[src/isc_pkg.sv]
// Constants shared by the isolated sensor command controller files.
// Assumes a single 100 MHz system clock and byte-wide MPU register ports.
// Operation
// - Link enable turns pin pair digital
// - Decimate each enabled stream into compute RAM
// - Power pulses run continuously and regularly
// - Command code plus link select pick item
// - Three select fields at fixed byte positions
// - Command field write launches sensor read
// - Bits 4:2 command, bits 1:0 phase
// - Completion clears command bits, buffer valid
// - Buffer high byte 0x2602, low 0x2603
// - Parity error flag set by any read with bad parity
// - Command write while busy is ignored, except bit 6 low still clears the parity flag
// - Parity flags sticky until processor clears
package isc_pkg;

    // ************************************************
    // Register map
    // ************************************************
    localparam logic [7:0]  SFR_CMD_ADDR = 8'hFC;
    localparam logic [15:0] IO_RDBUF_HI  = 16'h2602;
    localparam logic [15:0] IO_RDBUF_LO  = 16'h2603;
    localparam logic [15:0] IO_SEL_C     = 16'h2709;
    localparam logic [15:0] IO_SEL_AB    = 16'h270A;

    // Field positions
    localparam int RD_PARITY_BIT = 6;
    localparam int SEL_A_LSB   = 0;
    localparam int SEL_B_LSB   = 4;
    localparam int SEL_C_LSB   = 0;
    localparam int EN_LSB      = 3;
    localparam int CHOP_LSB    = 6;

    // Codes and reset values
    localparam logic [2:0]  CMD_NONE    = 3'h0;
    localparam logic [2:0]  CMD_INVALID = 3'h5;
    localparam logic [1:0]  PHASE_NONE  = 2'h0;
    localparam logic [7:0]  RST_BYTE    = 8'h00;
    localparam logic [15:0] RST_WORD    = 16'h0000;
    localparam logic [7:0]  CE_SLOT_BASE = 8'h00;

    // ************************************************
    // Timing
    // ************************************************
    localparam int CLK_PERIOD_NS   = 10;
    localparam int PULSE_PERIOD_NS = 160;
    localparam int SHORT_HIGH_NS   = 40;
    localparam int LONG_HIGH_NS    = 80;
    localparam int PULSE_CYC = PULSE_PERIOD_NS / CLK_PERIOD_NS;
    localparam int SHORT_CYC = SHORT_HIGH_NS / CLK_PERIOD_NS;
    localparam int LONG_CYC  = LONG_HIGH_NS / CLK_PERIOD_NS;
    localparam int TX_BITS   = 6;
    localparam int RX_BITS   = 17;

    typedef enum logic [1:0] {
        ISC_IDLE = 2'b00,
        ISC_SEND = 2'b01,
        ISC_RECV = 2'b11,
        ISC_DONE = 2'b10
    } isc_state_t;

endpackage

[src/isc_cmd_if.sv]
// Interface between the controller top and its read transaction engine.
// Assumes one clock domain; all members are driven by flops or decode.
`timescale 1ns/1ps
interface isc_cmd_if;
    logic        start;
    logic [2:0]  cmd;
    logic [2:0]  sel;
    logic        tick;
    logic        rx;
    logic        busy;
    logic        done;
    logic        send;
    logic        long_bit;
    logic [15:0] result;
    logic        perr;

    modport eng (input start, cmd, sel, tick, rx,
                 output busy, done, send, long_bit, result, perr);
    modport ctl (output start, cmd, sel, tick, rx,
                 input busy, done, send, long_bit, result, perr);
endinterface

[src/isc_cmd_eng.sv]
// Read transaction engine: sends command bits as long/short pulses,
// then collects sixteen data bits and a parity bit from the sensor.
`timescale 1ns/1ps
module isc_cmd_eng (
    // Clock and control
    input  wire logic clk,
    input  wire logic rst_n,
    input  wire logic ce,
    // Transaction port
    isc_cmd_if.eng    bus
);
    isc_pkg::isc_state_t state, next_state;
    logic [4:0]  bitcnt, next_bitcnt;
    logic        aligned, next_aligned;
    logic [5:0]  txsh, next_txsh;
    logic [16:0] rxsh, next_rxsh;

    // ************************************************
    // Sequencer
    // ************************************************
    // First tick only aligns, since the period in flight predates start
    always_comb begin
        next_state   = state;
        next_bitcnt  = bitcnt;
        next_aligned = aligned;
        next_txsh    = txsh;
        next_rxsh    = rxsh;
        case (state)
            isc_pkg::ISC_IDLE: begin
                if (bus.start) begin
                    next_state   = isc_pkg::ISC_SEND;
                    next_txsh    = {bus.cmd, bus.sel};
                    next_bitcnt  = '0;
                    next_aligned = 1'b0;
                end
            end
            isc_pkg::ISC_SEND: begin
                if (bus.tick) begin
                    if (!aligned) begin
                        next_aligned = 1'b1;
                    end else begin
                        next_txsh   = {txsh[4:0], 1'b0};
                        next_bitcnt = bitcnt + 1'b1;
                        if (bitcnt == 5'(isc_pkg::TX_BITS - 1)) begin
                            next_state  = isc_pkg::ISC_RECV;
                            next_bitcnt = '0;
                        end
                    end
                end
            end
            isc_pkg::ISC_RECV: begin
                if (bus.tick) begin
                    next_rxsh   = {rxsh[15:0], bus.rx};
                    next_bitcnt = bitcnt + 1'b1;
                    if (bitcnt == 5'(isc_pkg::RX_BITS - 1)) begin
                        next_state = isc_pkg::ISC_DONE;
                    end
                end
            end
            isc_pkg::ISC_DONE: next_state = isc_pkg::ISC_IDLE;
            default:           next_state = isc_pkg::ISC_IDLE;
        endcase
    end

    always_ff @(posedge clk or negedge rst_n) begin
        if (!rst_n) begin
            state   <= isc_pkg::ISC_IDLE;
            bitcnt  <= '0;
            aligned <= 1'b0;
            txsh    <= '0;
            rxsh    <= '0;
        end else if (ce) begin
            state   <= next_state;
            bitcnt  <= next_bitcnt;
            aligned <= next_aligned;
            txsh    <= next_txsh;
            rxsh    <= next_rxsh;
        end
    end

    // Outputs decoded from state flops and the two shift registers
    assign bus.busy     = (state != isc_pkg::ISC_IDLE);
    assign bus.done     = (state == isc_pkg::ISC_DONE);
    assign bus.send     = (state == isc_pkg::ISC_SEND) && aligned;
    assign bus.long_bit = txsh[5];
    assign bus.result   = rxsh[16:1];
    assign bus.perr     = ^rxsh; // even parity over data and check bit
endmodule

[src/isc_ctrl.sv]
// Top of the isolated sensor command controller: MPU byte registers,
// three sensor links and the compute RAM write port.
// Assumes link input pins are asynchronous to MCLK.
`timescale 1ns/1ps
module isc_ctrl #(
    parameter int DECIM_LEN = 64
) (
    // Clock, reset, enable
    input  wire logic        MCLK,
    input  wire logic        RST_B,
    input  wire logic        CE,
    // Special-function register port
    input  wire logic [7:0]  SFR_ADDR,
    input  wire logic        SFR_WE,
    input  wire logic [7:0]  SFR_WDATA,
    output logic      [7:0]  SFR_RDATA,
    // I/O RAM register port
    input  wire logic [15:0] IO_ADDR,
    input  wire logic        IO_WE,
    input  wire logic [7:0]  IO_WDATA,
    output logic      [7:0]  IO_RDATA,
    // Sensor link pins, index 0..2 = pairs a, b, c
    output logic      [2:0]  LINK_TX_O,
    output logic      [2:0]  LINK_TX_OE,
    input  wire logic [2:0]  LINK_RX_I,
    // Compute RAM write port
    output logic             CE_RAM_WE,
    output logic      [7:0]  CE_RAM_ADDR,
    output logic      [31:0] CE_RAM_WDATA
);
    localparam int SUM_W = $clog2(DECIM_LEN) + 1;

    logic rst_meta, rst_n;
    logic [2:0] rx_meta, rx_sync;

    // ************************************************
    // Reset release and pin synchronisers
    // ************************************************
    always_ff @(posedge MCLK or negedge RST_B) begin
        if (!RST_B) begin
            rst_meta <= 1'b0;
            rst_n    <= 1'b0;
        end else begin
            rst_meta <= 1'b1;
            rst_n    <= rst_meta;
        end
    end

    // Two stages before any logic reads the sensor line
    always_ff @(posedge MCLK or negedge rst_n) begin
        if (!rst_n) begin
            rx_meta <= 3'h0;
            rx_sync <= 3'h0;
        end else if (CE) begin
            rx_meta <= LINK_RX_I;
            rx_sync <= rx_meta;
        end
    end

    // ************************************************
    // Links
    // ************************************************
    isc_cmd_if cmd_if ();

    logic [2:0]       link_en;
    logic [2:0]       tick, dec_valid, long_req;
    logic [SUM_W-1:0] dec_sum [3];
    logic [1:0]       act_link;

    generate
        for (genvar i = 0; i < 3; i++) begin : g_link
            // Command bits ride on pulse width only toward the active link
            assign long_req[i] = cmd_if.send && cmd_if.long_bit && (act_link == 2'(i + 1));
            isc_link #(
                .DECIM_LEN (DECIM_LEN),
                .SUM_W     (SUM_W)
            ) u_link (
                .clk       (MCLK),
                .rst_n     (rst_n),
                .ce        (CE),
                .enable    (link_en[i]),
                .long_req  (long_req[i]),
                .rx        (rx_sync[i]),
                .pulse_o   (LINK_TX_O[i]),
                .pulse_oe  (LINK_TX_OE[i]),
                .tick      (tick[i]),
                .dec_valid (dec_valid[i]),
                .dec_sum   (dec_sum[i])
            );
        end
    endgenerate

    isc_cmd_eng u_eng (
        .clk   (MCLK),
        .rst_n (rst_n),
        .ce    (CE),
        .bus   (cmd_if.eng)
    );

    // ************************************************
    // Registers
    // ************************************************
    logic [4:0]  sensor_command_field, next_sensor_command_field;
    logic        read_parity_error, next_read_parity_error;
    logic [2:0]  sel_a, sel_b, sel_c, next_sel_a, next_sel_b, next_sel_c;
    logic [2:0]  next_link_en;
    logic [1:0]  chop, next_chop, next_act_link;
    logic [15:0] rdbuf, next_rdbuf;
    logic [7:0]  next_sfr_rdata, next_io_rdata;
    logic        cmd_wr, launch;
    logic [2:0]  wr_cmd, pick_sel;
    logic [1:0]  wr_phase;

    // Command write decode; fields split as code and phase
    assign cmd_wr   = SFR_WE && (SFR_ADDR == isc_pkg::SFR_CMD_ADDR);
    assign wr_cmd   = SFR_WDATA[4:2];
    assign wr_phase = SFR_WDATA[1:0];

    // Phase picks the link and its select field
    always_comb begin
        case (wr_phase)
            2'h1:    pick_sel = sel_a;
            2'h2:    pick_sel = sel_b;
            2'h3:    pick_sel = sel_c;
            default: pick_sel = 3'h0;
        endcase
    end

    // Invalid codes, phase 00, a disabled link or a busy engine never launch
    assign launch = cmd_wr && !cmd_if.busy
                 && (wr_cmd != isc_pkg::CMD_NONE) && (wr_cmd != isc_pkg::CMD_INVALID)
                 && (wr_phase != isc_pkg::PHASE_NONE)
                 && link_en[wr_phase - 2'h1];
    assign cmd_if.start = launch;
    assign cmd_if.cmd   = wr_cmd;
    assign cmd_if.sel   = pick_sel;
    assign cmd_if.tick  = (act_link == 2'h0) ? 1'b0 : tick[act_link - 2'h1];
    assign cmd_if.rx    = (act_link == 2'h0) ? 1'b0 : rx_sync[act_link - 2'h1];

    // Next register values; hardware set beats software clear
    always_comb begin
        next_sensor_command_field = sensor_command_field;
        next_read_parity_error    = read_parity_error;
        next_sel_a    = sel_a;
        next_sel_b    = sel_b;
        next_sel_c    = sel_c;
        next_link_en  = link_en;
        next_chop     = chop;
        next_rdbuf    = rdbuf;
        next_act_link = act_link;
        if (cmd_wr) begin
            if (!SFR_WDATA[isc_pkg::RD_PARITY_BIT]) begin
                next_read_parity_error = 1'b0;
            end
            if (launch) begin
                next_sensor_command_field = SFR_WDATA[4:0];
                next_act_link             = wr_phase;
            end else if (!cmd_if.busy) begin
                next_sensor_command_field = {isc_pkg::CMD_NONE, wr_phase};
            end
        end
        if (cmd_if.done) begin
            next_sensor_command_field[4:2] = isc_pkg::CMD_NONE;
            next_rdbuf                     = cmd_if.result;
            next_act_link                  = 2'h0;
            if (cmd_if.perr) begin
                next_read_parity_error = 1'b1;
            end
        end
        if (IO_WE && IO_ADDR == isc_pkg::IO_SEL_AB) begin
            next_sel_a = IO_WDATA[isc_pkg::SEL_A_LSB +: 3];
            next_sel_b = IO_WDATA[isc_pkg::SEL_B_LSB +: 3];
        end
        if (IO_WE && IO_ADDR == isc_pkg::IO_SEL_C) begin
            next_sel_c   = IO_WDATA[isc_pkg::SEL_C_LSB +: 3];
            next_link_en = IO_WDATA[isc_pkg::EN_LSB +: 3];
            next_chop    = IO_WDATA[isc_pkg::CHOP_LSB +: 2];
        end
    end

    // Read data, one cycle after the address
    always_comb begin
        next_sfr_rdata = isc_pkg::RST_BYTE;
        if (SFR_ADDR == isc_pkg::SFR_CMD_ADDR) begin
            next_sfr_rdata = {1'b0, read_parity_error, 1'b0, sensor_command_field};
        end
        case (IO_ADDR)
            isc_pkg::IO_RDBUF_HI: next_io_rdata = rdbuf[15:8];
            isc_pkg::IO_RDBUF_LO: next_io_rdata = rdbuf[7:0];
            isc_pkg::IO_SEL_C:    next_io_rdata = {chop, link_en, sel_c};
            isc_pkg::IO_SEL_AB:   next_io_rdata = {1'b0, sel_b, 1'b0, sel_a};
            default:              next_io_rdata = isc_pkg::RST_BYTE;
        endcase
    end

    always_ff @(posedge MCLK or negedge rst_n) begin
        if (!rst_n) begin
            sensor_command_field <= 5'h00;
            read_parity_error    <= 1'b0;
            sel_a     <= 3'h0;
            sel_b     <= 3'h0;
            sel_c     <= 3'h0;
            link_en   <= 3'h0;
            chop      <= 2'h0;
            rdbuf     <= isc_pkg::RST_WORD;
            act_link  <= 2'h0;
            SFR_RDATA <= isc_pkg::RST_BYTE;
            IO_RDATA  <= isc_pkg::RST_BYTE;
        end else if (CE) begin
            sensor_command_field <= next_sensor_command_field;
            read_parity_error    <= next_read_parity_error;
            sel_a     <= next_sel_a;
            sel_b     <= next_sel_b;
            sel_c     <= next_sel_c;
            link_en   <= next_link_en;
            chop      <= next_chop;
            rdbuf     <= next_rdbuf;
            act_link  <= next_act_link;
            SFR_RDATA <= next_sfr_rdata;
            IO_RDATA  <= next_io_rdata;
        end
    end

    // ************************************************
    // Compute RAM writer
    // ************************************************
    logic [2:0]       pend, next_pend, grant;
    logic [SUM_W-1:0] hold [3];
    logic [SUM_W-1:0] next_hold [3];
    logic             next_we;
    logic [7:0]       next_addr;
    logic [31:0]      next_wdata;

    // Lowest pending link wins; one slot per cycle is far above stream rate
    always_comb begin
        next_pend  = pend;
        next_hold  = hold;
        next_we    = 1'b0;
        next_addr  = CE_RAM_ADDR;
        next_wdata = CE_RAM_WDATA;
        grant      = pend & ~(pend - 3'h1);
        for (int i = 0; i < 3; i++) begin
            if (grant[i]) begin
                next_we      = 1'b1;
                next_addr    = isc_pkg::CE_SLOT_BASE + 8'(i);
                next_wdata   = 32'(hold[i]);
                next_pend[i] = 1'b0;
            end
            if (dec_valid[i] && link_en[i]) begin
                next_pend[i] = 1'b1;
                next_hold[i] = dec_sum[i];
            end
        end
    end

    always_ff @(posedge MCLK or negedge rst_n) begin
        if (!rst_n) begin
            pend         <= 3'h0;
            hold         <= '{default: '0};
            CE_RAM_WE    <= 1'b0;
            CE_RAM_ADDR  <= 8'h00;
            CE_RAM_WDATA <= 32'h0000_0000;
        end else if (CE) begin
            pend         <= next_pend;
            hold         <= next_hold;
            CE_RAM_WE    <= next_we;
            CE_RAM_ADDR  <= next_addr;
            CE_RAM_WDATA <= next_wdata;
        end
    end
endmodule

[src/isc_link.sv]
// One sensor link: power pulse generator and modulator decimator.
// Assumes rx is already synchronised to clk.
`timescale 1ns/1ps
module isc_link #(
    parameter int DECIM_LEN = 64,
    parameter int SUM_W     = 7
) (
    // Clock and control
    input  wire logic             clk,
    input  wire logic             rst_n,
    input  wire logic             ce,
    input  wire logic             enable,
    input  wire logic             long_req,
    input  wire logic             rx,
    // Pin drive and stream results
    output logic                  pulse_o,
    output logic                  pulse_oe,
    output logic                  tick,
    output logic                  dec_valid,
    output logic [SUM_W-1:0]      dec_sum
);
    localparam int PW = $clog2(isc_pkg::PULSE_CYC);
    localparam int DW = $clog2(DECIM_LEN);

    logic [PW-1:0]    cnt, next_cnt;
    logic             long_q, next_long_q;
    logic [DW-1:0]    dcnt, next_dcnt;
    logic [SUM_W-1:0] acc, next_acc, next_dec_sum;
    logic             next_pulse_o, next_tick, next_dec_valid;

    // ************************************************
    // Pulse timing and decimation
    // ************************************************
    // Free-running period keeps the sensor converter clock steady
    always_comb begin
        next_cnt       = cnt;
        next_long_q    = long_q;
        next_tick      = 1'b0;
        next_dcnt      = dcnt;
        next_acc       = acc;
        next_dec_sum   = dec_sum;
        next_dec_valid = 1'b0;
        next_pulse_o   = 1'b0;
        if (enable) begin
            next_cnt = (cnt == PW'(isc_pkg::PULSE_CYC - 1)) ? '0 : cnt + 1'b1;
            if (cnt == '0) begin
                next_long_q = long_req;
            end
            next_tick    = (cnt == PW'(isc_pkg::PULSE_CYC - 1));
            next_pulse_o = long_q ? (cnt < PW'(isc_pkg::LONG_CYC))
                                  : (cnt < PW'(isc_pkg::SHORT_CYC));
            if (tick) begin
                next_acc  = acc + SUM_W'(rx);
                next_dcnt = dcnt + 1'b1;
                if (dcnt == DW'(DECIM_LEN - 1)) begin
                    next_dec_sum   = acc + SUM_W'(rx);
                    next_dec_valid = 1'b1;
                    next_acc       = '0;
                    next_dcnt      = '0;
                end
            end
        end else begin
            next_cnt  = '0;
            next_acc  = '0;
            next_dcnt = '0;
        end
    end

    // Register stage, frozen by ce
    always_ff @(posedge clk or negedge rst_n) begin
        if (!rst_n) begin
            cnt       <= '0;
            long_q    <= 1'b0;
            tick      <= 1'b0;
            dcnt      <= '0;
            acc       <= '0;
            dec_sum   <= '0;
            dec_valid <= 1'b0;
            pulse_o   <= 1'b0;
            pulse_oe  <= 1'b0;
        end else if (ce) begin
            cnt       <= next_cnt;
            long_q    <= next_long_q;
            tick      <= next_tick;
            dcnt      <= next_dcnt;
            acc       <= next_acc;
            dec_sum   <= next_dec_sum;
            dec_valid <= next_dec_valid;
            pulse_o   <= next_pulse_o;
            pulse_oe  <= enable;
        end
    end
endmodule

[config.mk]
export PLATFORM = sky130hd
export DESIGN_NAME = isc_ctrl
export DESIGN_NICKNAME = d
export VERILOG_FILES = /design/src/isc_pkg.sv /design/src/isc_cmd_if.sv /design/src/isc_cmd_eng.sv /design/src/isc_ctrl.sv /design/src/isc_link.sv
export SDC_FILE = /design/constraint.sdc
export NUM_CORES = 1
export LEC_CHECK = 0
export ABC_AREA = 1
export BUFFER_PORTS_ARGS = -buffer_cell sky130_fd_sc_hd__buf_4
export CAP_MARGIN = 10
export CORE_MARGIN = 4
export CORE_UTILIZATION = 40
export DETAILED_ROUTE_END_ITERATION = 8
export PLACE_DENSITY = 0.68
export SYNTH_ARGS = -nofsm -noshare
export SYNTH_HDL_FRONTEND = slang
export SYNTH_SLANG_ARGS = --single-unit
[constraint.sdc]
create_clock -name MCLK -period 18.2 [get_ports MCLK]
set_input_delay 0.91 -clock MCLK [delete_from_list [all_inputs] [get_ports MCLK]]
set_output_delay 0.91 -clock MCLK [all_outputs]
set_load 0.02 [all_outputs]
==> results.json, run 1 <==
{
  "status": "completed",
  "worst_pin_slew_ns": 1.08,
  "drive_above_1_share_pct": 12.1,
  "ys_ff_latch": 212,
  "clkLatencyLatePin_ns": 0.51,
  "finClkSkew_ns": 0.0135,
  "p_per_area_nw_per_um2": 106,
  "die_y_um": 170,
  "crit_path_start_kind": "register",
  "drc": 0,
  "synth_cell_type_count": 43,
  "cts_resized": 0,
  "finalCritPeriodShare_pct": 15.1,
  "yosys_warnings": 0,
  "cts_buffer_depth": 3,
  "syn_inst": 1262,
  "worstSetupPathType": "register to async pin",
  "tns_ns": 0,
  "ir_worst_vdd_mv": 0.0595,
  "grt_pass1_wl_um": 38100,
  "cp_top_family": "buffers and inverters",
  "crit_arrival_ns": 3.22,
  "coreArea_sq_um": 25500,
  "p_leak_uw": 0.00599,
  "cts_sinks": 212,
  "postRouteAntennaNets": 0,
  "fp.dieW_um": 170,
  "drt_iter0_drc": 574,
  "rows": 58,
  "mostFrequentLayoutCell": "nand2_1",
  "syn_to_final_growth_pct": 13.8,
  "fill_cells": 2454,
  "rr_worst_depth": 2,
  "via_per_inst": 4.93,
  "synth_area_sq_um": 10500,
  "period_needed_ns": 2.74,
  "slew_headroom_pct": 27.7,
  "synth_area_leaders": "dfrtp_1 51%, nand2_1 15%, o21ai_0 5.7%",
  "syn_avg_cell_area_sq_um": 8.29,
  "start_util_pct": 41.1,
  "finalWorstSetupSlack_ns": 15.46,
  "diodes": 0,
  "place_congestion": 0.830,
  "final_cell_mix": "416 x nand2_1, 211 x dfrtp_1, 124 x inv_1, 119 x o21ai_0, 78 x buf_4",
  "die_area_sq_um": 28800,
  "hold_ws_ns": 0.165,
  "wl_per_cell_um": 13.5,
  "setup-violations-final": 0,
  "ioPinCount": 111,
  "totalWireLength_um": 22700,
  "cap_violations": 0,
  "post-cts-setup-buffers": 0,
  "route.vias.total": 8259,
  "crit_buf_inv": 2,
  "grt_max_degree": 90,
  "crit_required_ns": 18.68,
  "portBuffers": 75,
  "cp.depth": 2,
  "synth_top_area_share_pct": 50.7,
  "rrSetupSlack_ns": 15.46,
  "place_ws_ns": 15.03,
  "first_global_vias": 7930,
  "ys_seq_area_share_pct": 50.7,
  "hold_viol": 0,
  "antenna_found_initial": 0,
  "root_buffer": "clkbuf_16",
  "hold_class": "input port to async pin",
  "fin_nets": 1403,
  "htree_levels": 1,
  "crit_start": "rst_n",
  "crit_path_end_kind": "async pin",
  "critPathMaxFanout": 89,
  "hold_buffers": 0,
  "clk_pin_slew_ns": 0.06,
  "crit_top_cell": "buf_4",
  "cts_made_buffers": 23,
  "slew_violations": 0,
  "clock.fmax_ghz": 0.365,
  "rsz0062_at_grt": "no",
  "path_cells": "buf_4 -> buf_4",
  "grtUsageTotal_pct": 15.6,
  "slowest_delay_ns": 0.94,
  "timing.rr.start": "rst_n",
  "grt_overflow": 0,
  "slowest_stage": "buf_4",
  "dp_hpwl_um": 16200,
  "yosys.area.top_type": "dfrtp_1",
  "first_pass_iters": 5,
  "fin_total_pwr_uw": 1260,
  "cts_tree": "yes"
}
[logic make-up after synthesis]
logic type / count (synthesis) / synth area share [%]
buf+inv: 201 / 9.03
mux: 18 / 1.94
compound gates: 198 / 10.4
simple gates: 580 / 22.6
other cells: 2 / 0.0718
flops: 212 / 50.7
xor+xnor: 25 / 2.09
fa+ha+maj: 26 / 3.11
[power breakdown]
part           switching (uW)  internal (uW)  total [uW]
Combinational             164           77.7         241
Sequential               39.6            514         554
Clock                     187            278         465
[Yosys cell counts (all sizes together)]
cell type / count
a21oi: 18
a22o: 4
a22oi: 1
a311oi: 1
a31oi: 1
and2: 3
buf: 55
clkbuf: 14
clkinv: 1
conb: 2
dfrtp: 212
ha: 26
inv: 131
mux2: 18
nand2: 420
nand3: 64
nand3b: 2
nand4: 9
nor2: 70
nor3: 11
nor4: 1
o211ai: 9
o21a: 2
o21ai: 136
o22ai: 22
o31ai: 1
o32ai: 3
xnor2: 3
xor2: 22
[layer usage]
metal / wire length, um / vias up / GRT usage [%]
li1: - / 4106 / -
met1: 10300 / 3967 / 22.0
met2: 11000 / 155 / 25.8
met3: 877 / 31 / 2.24
met4: 455 / 0 / 3.64
met5: 0 / - / 0
[final cells by class]
type	instances	area (sq um)	share of cell area, %
clock buffers	33	693	5.82
clock inverters	7	66.3	0.557
inverters	132	495	4.16
multi-input cells	881	4340	36.4
flip-flops and latches	212	5310	44.6
well taps	330	413	3.47
repair buffers	79	597	5.01
[registers in the layout, summed over array words and instances, names as in the netlist, 5 cells and up]
| name | count |
|---|---|
| u_eng.bitcnt | 5 |
| u_eng.txsh | 6 |
| SFR_RDATA | 6 |
| IO_RDATA | 8 |
| u_eng.rxsh | 17 |
| CE_RAM_WDATA | 7 |
| hold | 21 |
| g_link.u_link.dec_sum | 21 |
| g_link.u_link.dcnt | 18 |
| rdbuf | 16 |
| g_link.u_link.cnt | 12 |
| g_link.u_link.acc | 21 |
| sensor_command_field | 5 |
[worst paths after layout]
kind                                                  to
worst min-delay path                               rst_n
worst max-delay path                     u_eng.bitcnt[2]
worst max register to register           u_eng.bitcnt[2]
max in group MCLK                g_link[1].u_link.acc[2]
worst min register to register  g_link[0].u_link.pulse_o
min in group MCLK                                  rst_n
[per-stage QoR]
stage                     area (sq um)  instances  utilization, %
after floorplan                  10600       1294               -
after CTS                        11900       1673            46.7
after detailed placement         11100       1633            43.7
final                            11900       1674            46.8
after global routing             11900       1674            46.8
after global placement           11100       1633            43.7
Note: power is estimated with default switching activity, not from simulation.
==> run 2, diff against run 1 <==
PLACE_DENSITY = 0.7   (was 0.68)
clock period = 2.2 ns   (was 18.2 ns; I/O delays follow)
==> run 2 against run 1 <==
Net effect: flip-flop and latch count unchanged; combinational power grew to 8.8 times the previous value; critical path depth up 8; via count grew 0.81%; register-to-register slack worse by 15 ns; core utilization grew 1.5 points; non-clock buffer count up 35; clock skew shrank 0.0066 ns; largest power group unchanged; highest routed layer unchanged.
==> results.json, run 2 (synthesis gave the netlist of run 1 again) <==
{
  "rows": 58,
  "setup-violations-final": 0,
  "crit_arrival_ns": 2.35,
  "rr_worst_depth": 10,
  "grt_max_degree": 44,
  "grt_overflow": 0,
  "reg2reg_to": "u_eng.txsh[3]",
  "cts_sinks": 212,
  "route.vias.total": 8326,
  "hold_ws_ns": 0.00911,
  "wl_per_cell_um": 13.6,
  "crit_required_ns": 2.58,
  "final_cell_mix": "416 x nand2_1, 210 x dfrtp_1, 124 x inv_1, 119 x o21ai_0, 88 x buf_4",
  "cts_buffer_depth": 3,
  "via_per_inst": 4.88,
  "grtUsageTotal_pct": 16.2,
  "htree_levels": 1,
  "fin_nets": 1438,
  "portBuffers": 75,
  "mostFrequentLayoutCell": "nand2_1",
  "p_int_uw": 7320,
  "clk_pin_slew_ns": 0.06,
  "totalWireLength_um": 23200,
  "first_global_vias": 8261,
  "postRouteAntennaNets": 0,
  "root_buffer": "clkbuf_16",
  "finClkSkew_ns": 0.00690,
  "cts_tree": "yes",
  "utilization_pct": 48.2,
  "start_util_pct": 41.1,
  "hold_viol": 0,
  "drive_above_1_share_pct": 12.7,
  "ir_worst_vdd_mv": 0.522,
  "switchingPower_uw": 3220,
  "finalCritPeriodShare_pct": 89.4,
  "period_needed_ns": 1.97,
  "coreArea_sq_um": 25500,
  "timing.rr.start": "act_link[0]",
  "drc": 0,
  "clkLatencyLatePin_ns": 0.50,
  "drt_iter0_drc": 459,
  "first_pass_iters": 5,
  "p_per_area_nw_per_um2": 858,
  "dp_hpwl_um": 16900,
  "diodes": 0,
  "hold_class": "input port to register",
  "rrSetupSlack_ns": 0.23,
  "fp.dieW_um": 170,
  "hold_depth": 4,
  "crit_path_start_kind": "register",
  "whs_endpoint": "SFR_RDATA[0]",
  "crit_start": "act_link[0]",
  "seq_power_share_pct": 43.5,
  "post-cts-setup-buffers": 0,
  "slew_headroom_pct": 56.2,
  "switching_share_pct": 30.5,
  "die_y_um": 170,
  "critPathMaxFanout": 11,
  "ioPinCount": 111,
  "combPwrFrac_pct": 20.2,
  "crit_path_end_kind": "register",
  "antenna_found_initial": 0,
  "syn_to_final_growth_pct": 17.4,
  "status": "completed",
  "grt_pass1_wl_um": 39300,
  "tns_ns": 0,
  "clock.fmax_ghz": 0.508,
  "cap_violations": 0,
  "slew_violations": 0,
  "hp-start": "SFR_ADDR[1]",
  "p_leak_uw": 0.00616,
  "cts_made_buffers": 23,
  "reg_top3": "g_link.u_link.acc (21), g_link.u_link.dec_sum (21), hold (21)",
  "worst_pin_slew_ns": 0.657,
  "place_congestion": 0.820,
  "clockPowerShare_pct": 36.3,
  "worstSetupPathType": "register to register",
  "rsz0062_at_grt": "no",
  "die_area_sq_um": 28800
}
[run 2: power by group through the flow]
stage	Combinational (uW)	Clock (uW)	Sequential (uW)
after floorplan	1640	0	4570
after detailed placement	2070	0	4640
after CTS	2130	3910	4570
after global placement	2000	0	4620
after global routing	2480	4060	4630
final	2130	3830	4580
[run 2: timing repair]
action / CTS / global route
endpoints found under the setup margin: 0 / 9
endpoints found under the hold margin: 26 / 0
resized for setup: 0 / 1
hold buffers: 20 / 0
[run 2: cell type report]
class,count,area (sq um)
clock inverter,3,65.1
fill,2380,13200
inverter,132,495
tap,330,413
timing repair buffer,114,981
sequential,212,5310
clock buffer,33,683
multi-input combinational,881,4340
[run 2: critical path, stage by stage, from the launching register on]
cell and delay [ns]:
dfrtp_2 0.43, inv_2 0.08, ha_1 0.34, o21ai_2 0.20
nand3_1 0.13, nand2_1 0.08, nand2_1 0.08, inv_2 0.17
nand2_1 0.17, nand2_1 0.10, nand2_1 0.06
[run 2: metal layers]
layer  part of all wire (%)  track usage [%]  routed length [um]
met1                     44             21.2               10200
met2                     50             28.5               11600
met3                    3.9             2.52                 910
met4                    2.3             3.85                 534
met5                      0                0                   0
[run 2: worst max-delay path by stage]
stage | endpoint | slack, ns
CTS | u_eng.txsh[3] | 0.17
global placement | u_eng.txsh[5] | 0.27
floorplan | CE_RAM_ADDR[0] | 0.05
detailed placement | u_eng.txsh[3] | 0.18
global route | u_eng.txsh[1] | 0.05
finish | u_eng.txsh[3] | 0.23
[run 2: stage by stage]
step / worst slack, ns / total power [uW] / std cells / instance area (sq um)
finish: 0.233 / 10500 / 1705 / 12300
global placement: 0.268 / 6630 / 1649 / 11300
floorplan: 0.0456 / 6210 / 1294 / 10600
CTS: 0.170 / 10600 / 1705 / 12300
detailed placement: 0.179 / 6710 / 1649 / 11300
global route: 0.0511 / 11200 / 1705 / 12300
==> run 3, diff against run 2 <==
CORE_UTILIZATION = 37   (was 40)
PLACE_DENSITY = 0.66   (was 0.7)
==> run 3 against run 2 <==
Net effect: setup slack better by 0.029 ns; sequential power about the same; combinational power barely moved; sequential share of layout area down 0.11 points; first-iteration DRC count increased by 36%; clock power shrank 1%; critical path type unchanged; routed wire length down 0.17%; maximum frequency up 1.5%; highest routed layer unchanged; clock-buffer cell count up 1; die area is 7.7% higher.
==> results.json, run 3 (synthesis gave the netlist of run 1 again) <==
{
  "syn_to_final_growth_pct": 17.7,
  "first_pass_iters": 5,
  "crit_path_start_kind": "register",
  "post-cts-setup-buffers": 0,
  "crit_path_end_kind": "register",
  "die_y_um": 176,
  "period_needed_ns": 1.94,
  "fin_total_pwr_uw": 10500,
  "fp.dieW_um": 176,
  "slew_headroom_pct": 61.7,
  "drt_iter0_drc": 623,
  "ir_worst_vdd_mv": 0.528,
  "first_global_vias": 8122,
  "crit_required_ns": 2.61,
  "cap_violations": 0,
  "cts_sinks": 212,
  "dp_hpwl_um": 17000,
  "path_cells": "inv_2 -> ha_1 -> o21ai_2 -> nand3_1 -> nand2_1 -> nand2_1 -> inv_2 -> nand2_1 -> nand2_1 -> nand2_1",
  "grt_max_degree": 58,
  "crit_arrival_ns": 2.34,
  "status": "completed",
  "worstSetupPathType": "register to register",
  "place_congestion": 0.837,
  "clk_pin_slew_ns": 0.06,
  "finClkSkew_ns": 0.0139,
  "setup-violations-final": 0,
  "portBuffers": 75,
  "route.vias.total": 8386,
  "rows": 61,
  "fin_nets": 1440,
  "cp.depth": 10,
  "hold_class": "input port to register",
  "slew_violations": 0,
  "grtUsageTotal_pct": 14.9,
  "rrSetupSlack_ns": 0.26,
  "finalCritPeriodShare_pct": 88.1,
  "drc": 0,
  "totalWireLength_um": 23100,
  "worst_pin_slew_ns": 0.573,
  "via_per_inst": 4.77,
  "mostFrequentLayoutCell": "nand2_1",
  "slowest_delay_ns": 0.42,
  "tns_ns": 0,
  "antenna_found_initial": 0,
  "final_cell_mix": "416 x nand2_1, 210 x dfrtp_1, 124 x inv_1, 119 x o21ai_0, 90 x buf_4",
  "cp_top_family": "simple AND/OR/NAND/NOR gates",
  "cts_made_buffers": 24,
  "grt_pass1_wl_um": 39200,
  "hold_viol": 0,
  "cts_buffer_depth": 3,
  "p_leak_uw": 0.00616,
  "crit_buf_inv": 2,
  "rr_worst_depth": 10,
  "clock.fmax_ghz": 0.516,
  "critPathMaxFanout": 11,
  "coreArea_sq_um": 27900,
  "diodes": 0,
  "drive_above_1_share_pct": 12.8,
  "p_per_area_nw_per_um2": 850,
  "grt_overflow": 0,
  "htree_levels": 1,
  "hold_depth": 6,
  "postRouteAntennaNets": 0,
  "clkLatencyLatePin_ns": 0.51,
  "rsz0062_at_grt": "no",
  "start_util_pct": 37.6,
  "die_area_sq_um": 31000,
  "reg_top3": "g_link.u_link.acc (21), g_link.u_link.dec_sum (21), hold (21)",
  "cts_tree": "yes",
  "crit_top_cell": "nand2_1",
  "ioPinCount": 111,
  "slowest_stage": "dfrtp_2",
  "root_buffer": "clkbuf_16",
  "wl_per_cell_um": 13.2
}
## run 3: cell type report
class,instances,area [sq um]
flip-flops and latches,212,5310
clock buffers,34,719
fillers,2709,15500
clock inverters,5,25.0
inverters,132,495
well taps,378,473
multi-input cells,881,4340
repair buffers,115,956
## run 3: repair_timing
item | CTS | global route
gates resized for setup | 0 | 1
hold endpoints to repair | 35 | 0
setup endpoints to repair | 0 | 5
hold buffers | 22 | 0
## run 3: worst reg2reg max path, cell delays in order, from the launching register on
cell     delay [ns]
dfrtp_2        0.42
inv_2          0.08
ha_1           0.35
o21ai_2        0.21
nand3_1        0.13
nand2_1        0.08
nand2_1        0.08
inv_2          0.16
nand2_1        0.16
nand2_1        0.11
nand2_1        0.05
## run 3: layer usage
layer / track usage, % / vias up / part of all wire [%]
met3: 1.95 / 36 / 3.5
li1: - / 4198 / -
met2: 26.0 / 137 / 50
met4: 2.92 / 0 / 1.8
met1: 20.1 / 4015 / 45
met5: 0 / - / 0
## run 3: where the power goes
part	switching (uW)	internal, uW
clock	1540	2250
sequential	318	4260
combinational	1410	701
## run 3: worst paths after layout
kind	from	end
max in group asynchronous	rst_n	g_link[1].u_link.pulse_oe
worst max register to register	act_link[0]	u_eng.txsh[5]
min in group asynchronous	rst_n	g_link[0].u_link.cnt[0]
worst min-delay path	IO_ADDR[14]	link_en[0]
worst max-delay path	act_link[0]	u_eng.txsh[5]
worst min register to register	rst_n	g_link[0].u_link.cnt[0]
## run 3: per-stage QoR
stage          std cells  instance area (sq um)  hold WS [ns]  setup WS, ns  utilization (%)
2_1_floorplan       1294                  10600        -0.186        0.0456                -
3_3_place_gp        1696                  11300        -0.107         0.278             40.7
3_5_place_dp        1696                  11300        -0.107         0.199             40.7
4_1_cts             1757                  12300       0.00418         0.210             44.2
5_1_grt             1757                  12300        0.0460        0.0627             44.2
6_report            1757                  12300        0.0290         0.263             44.2
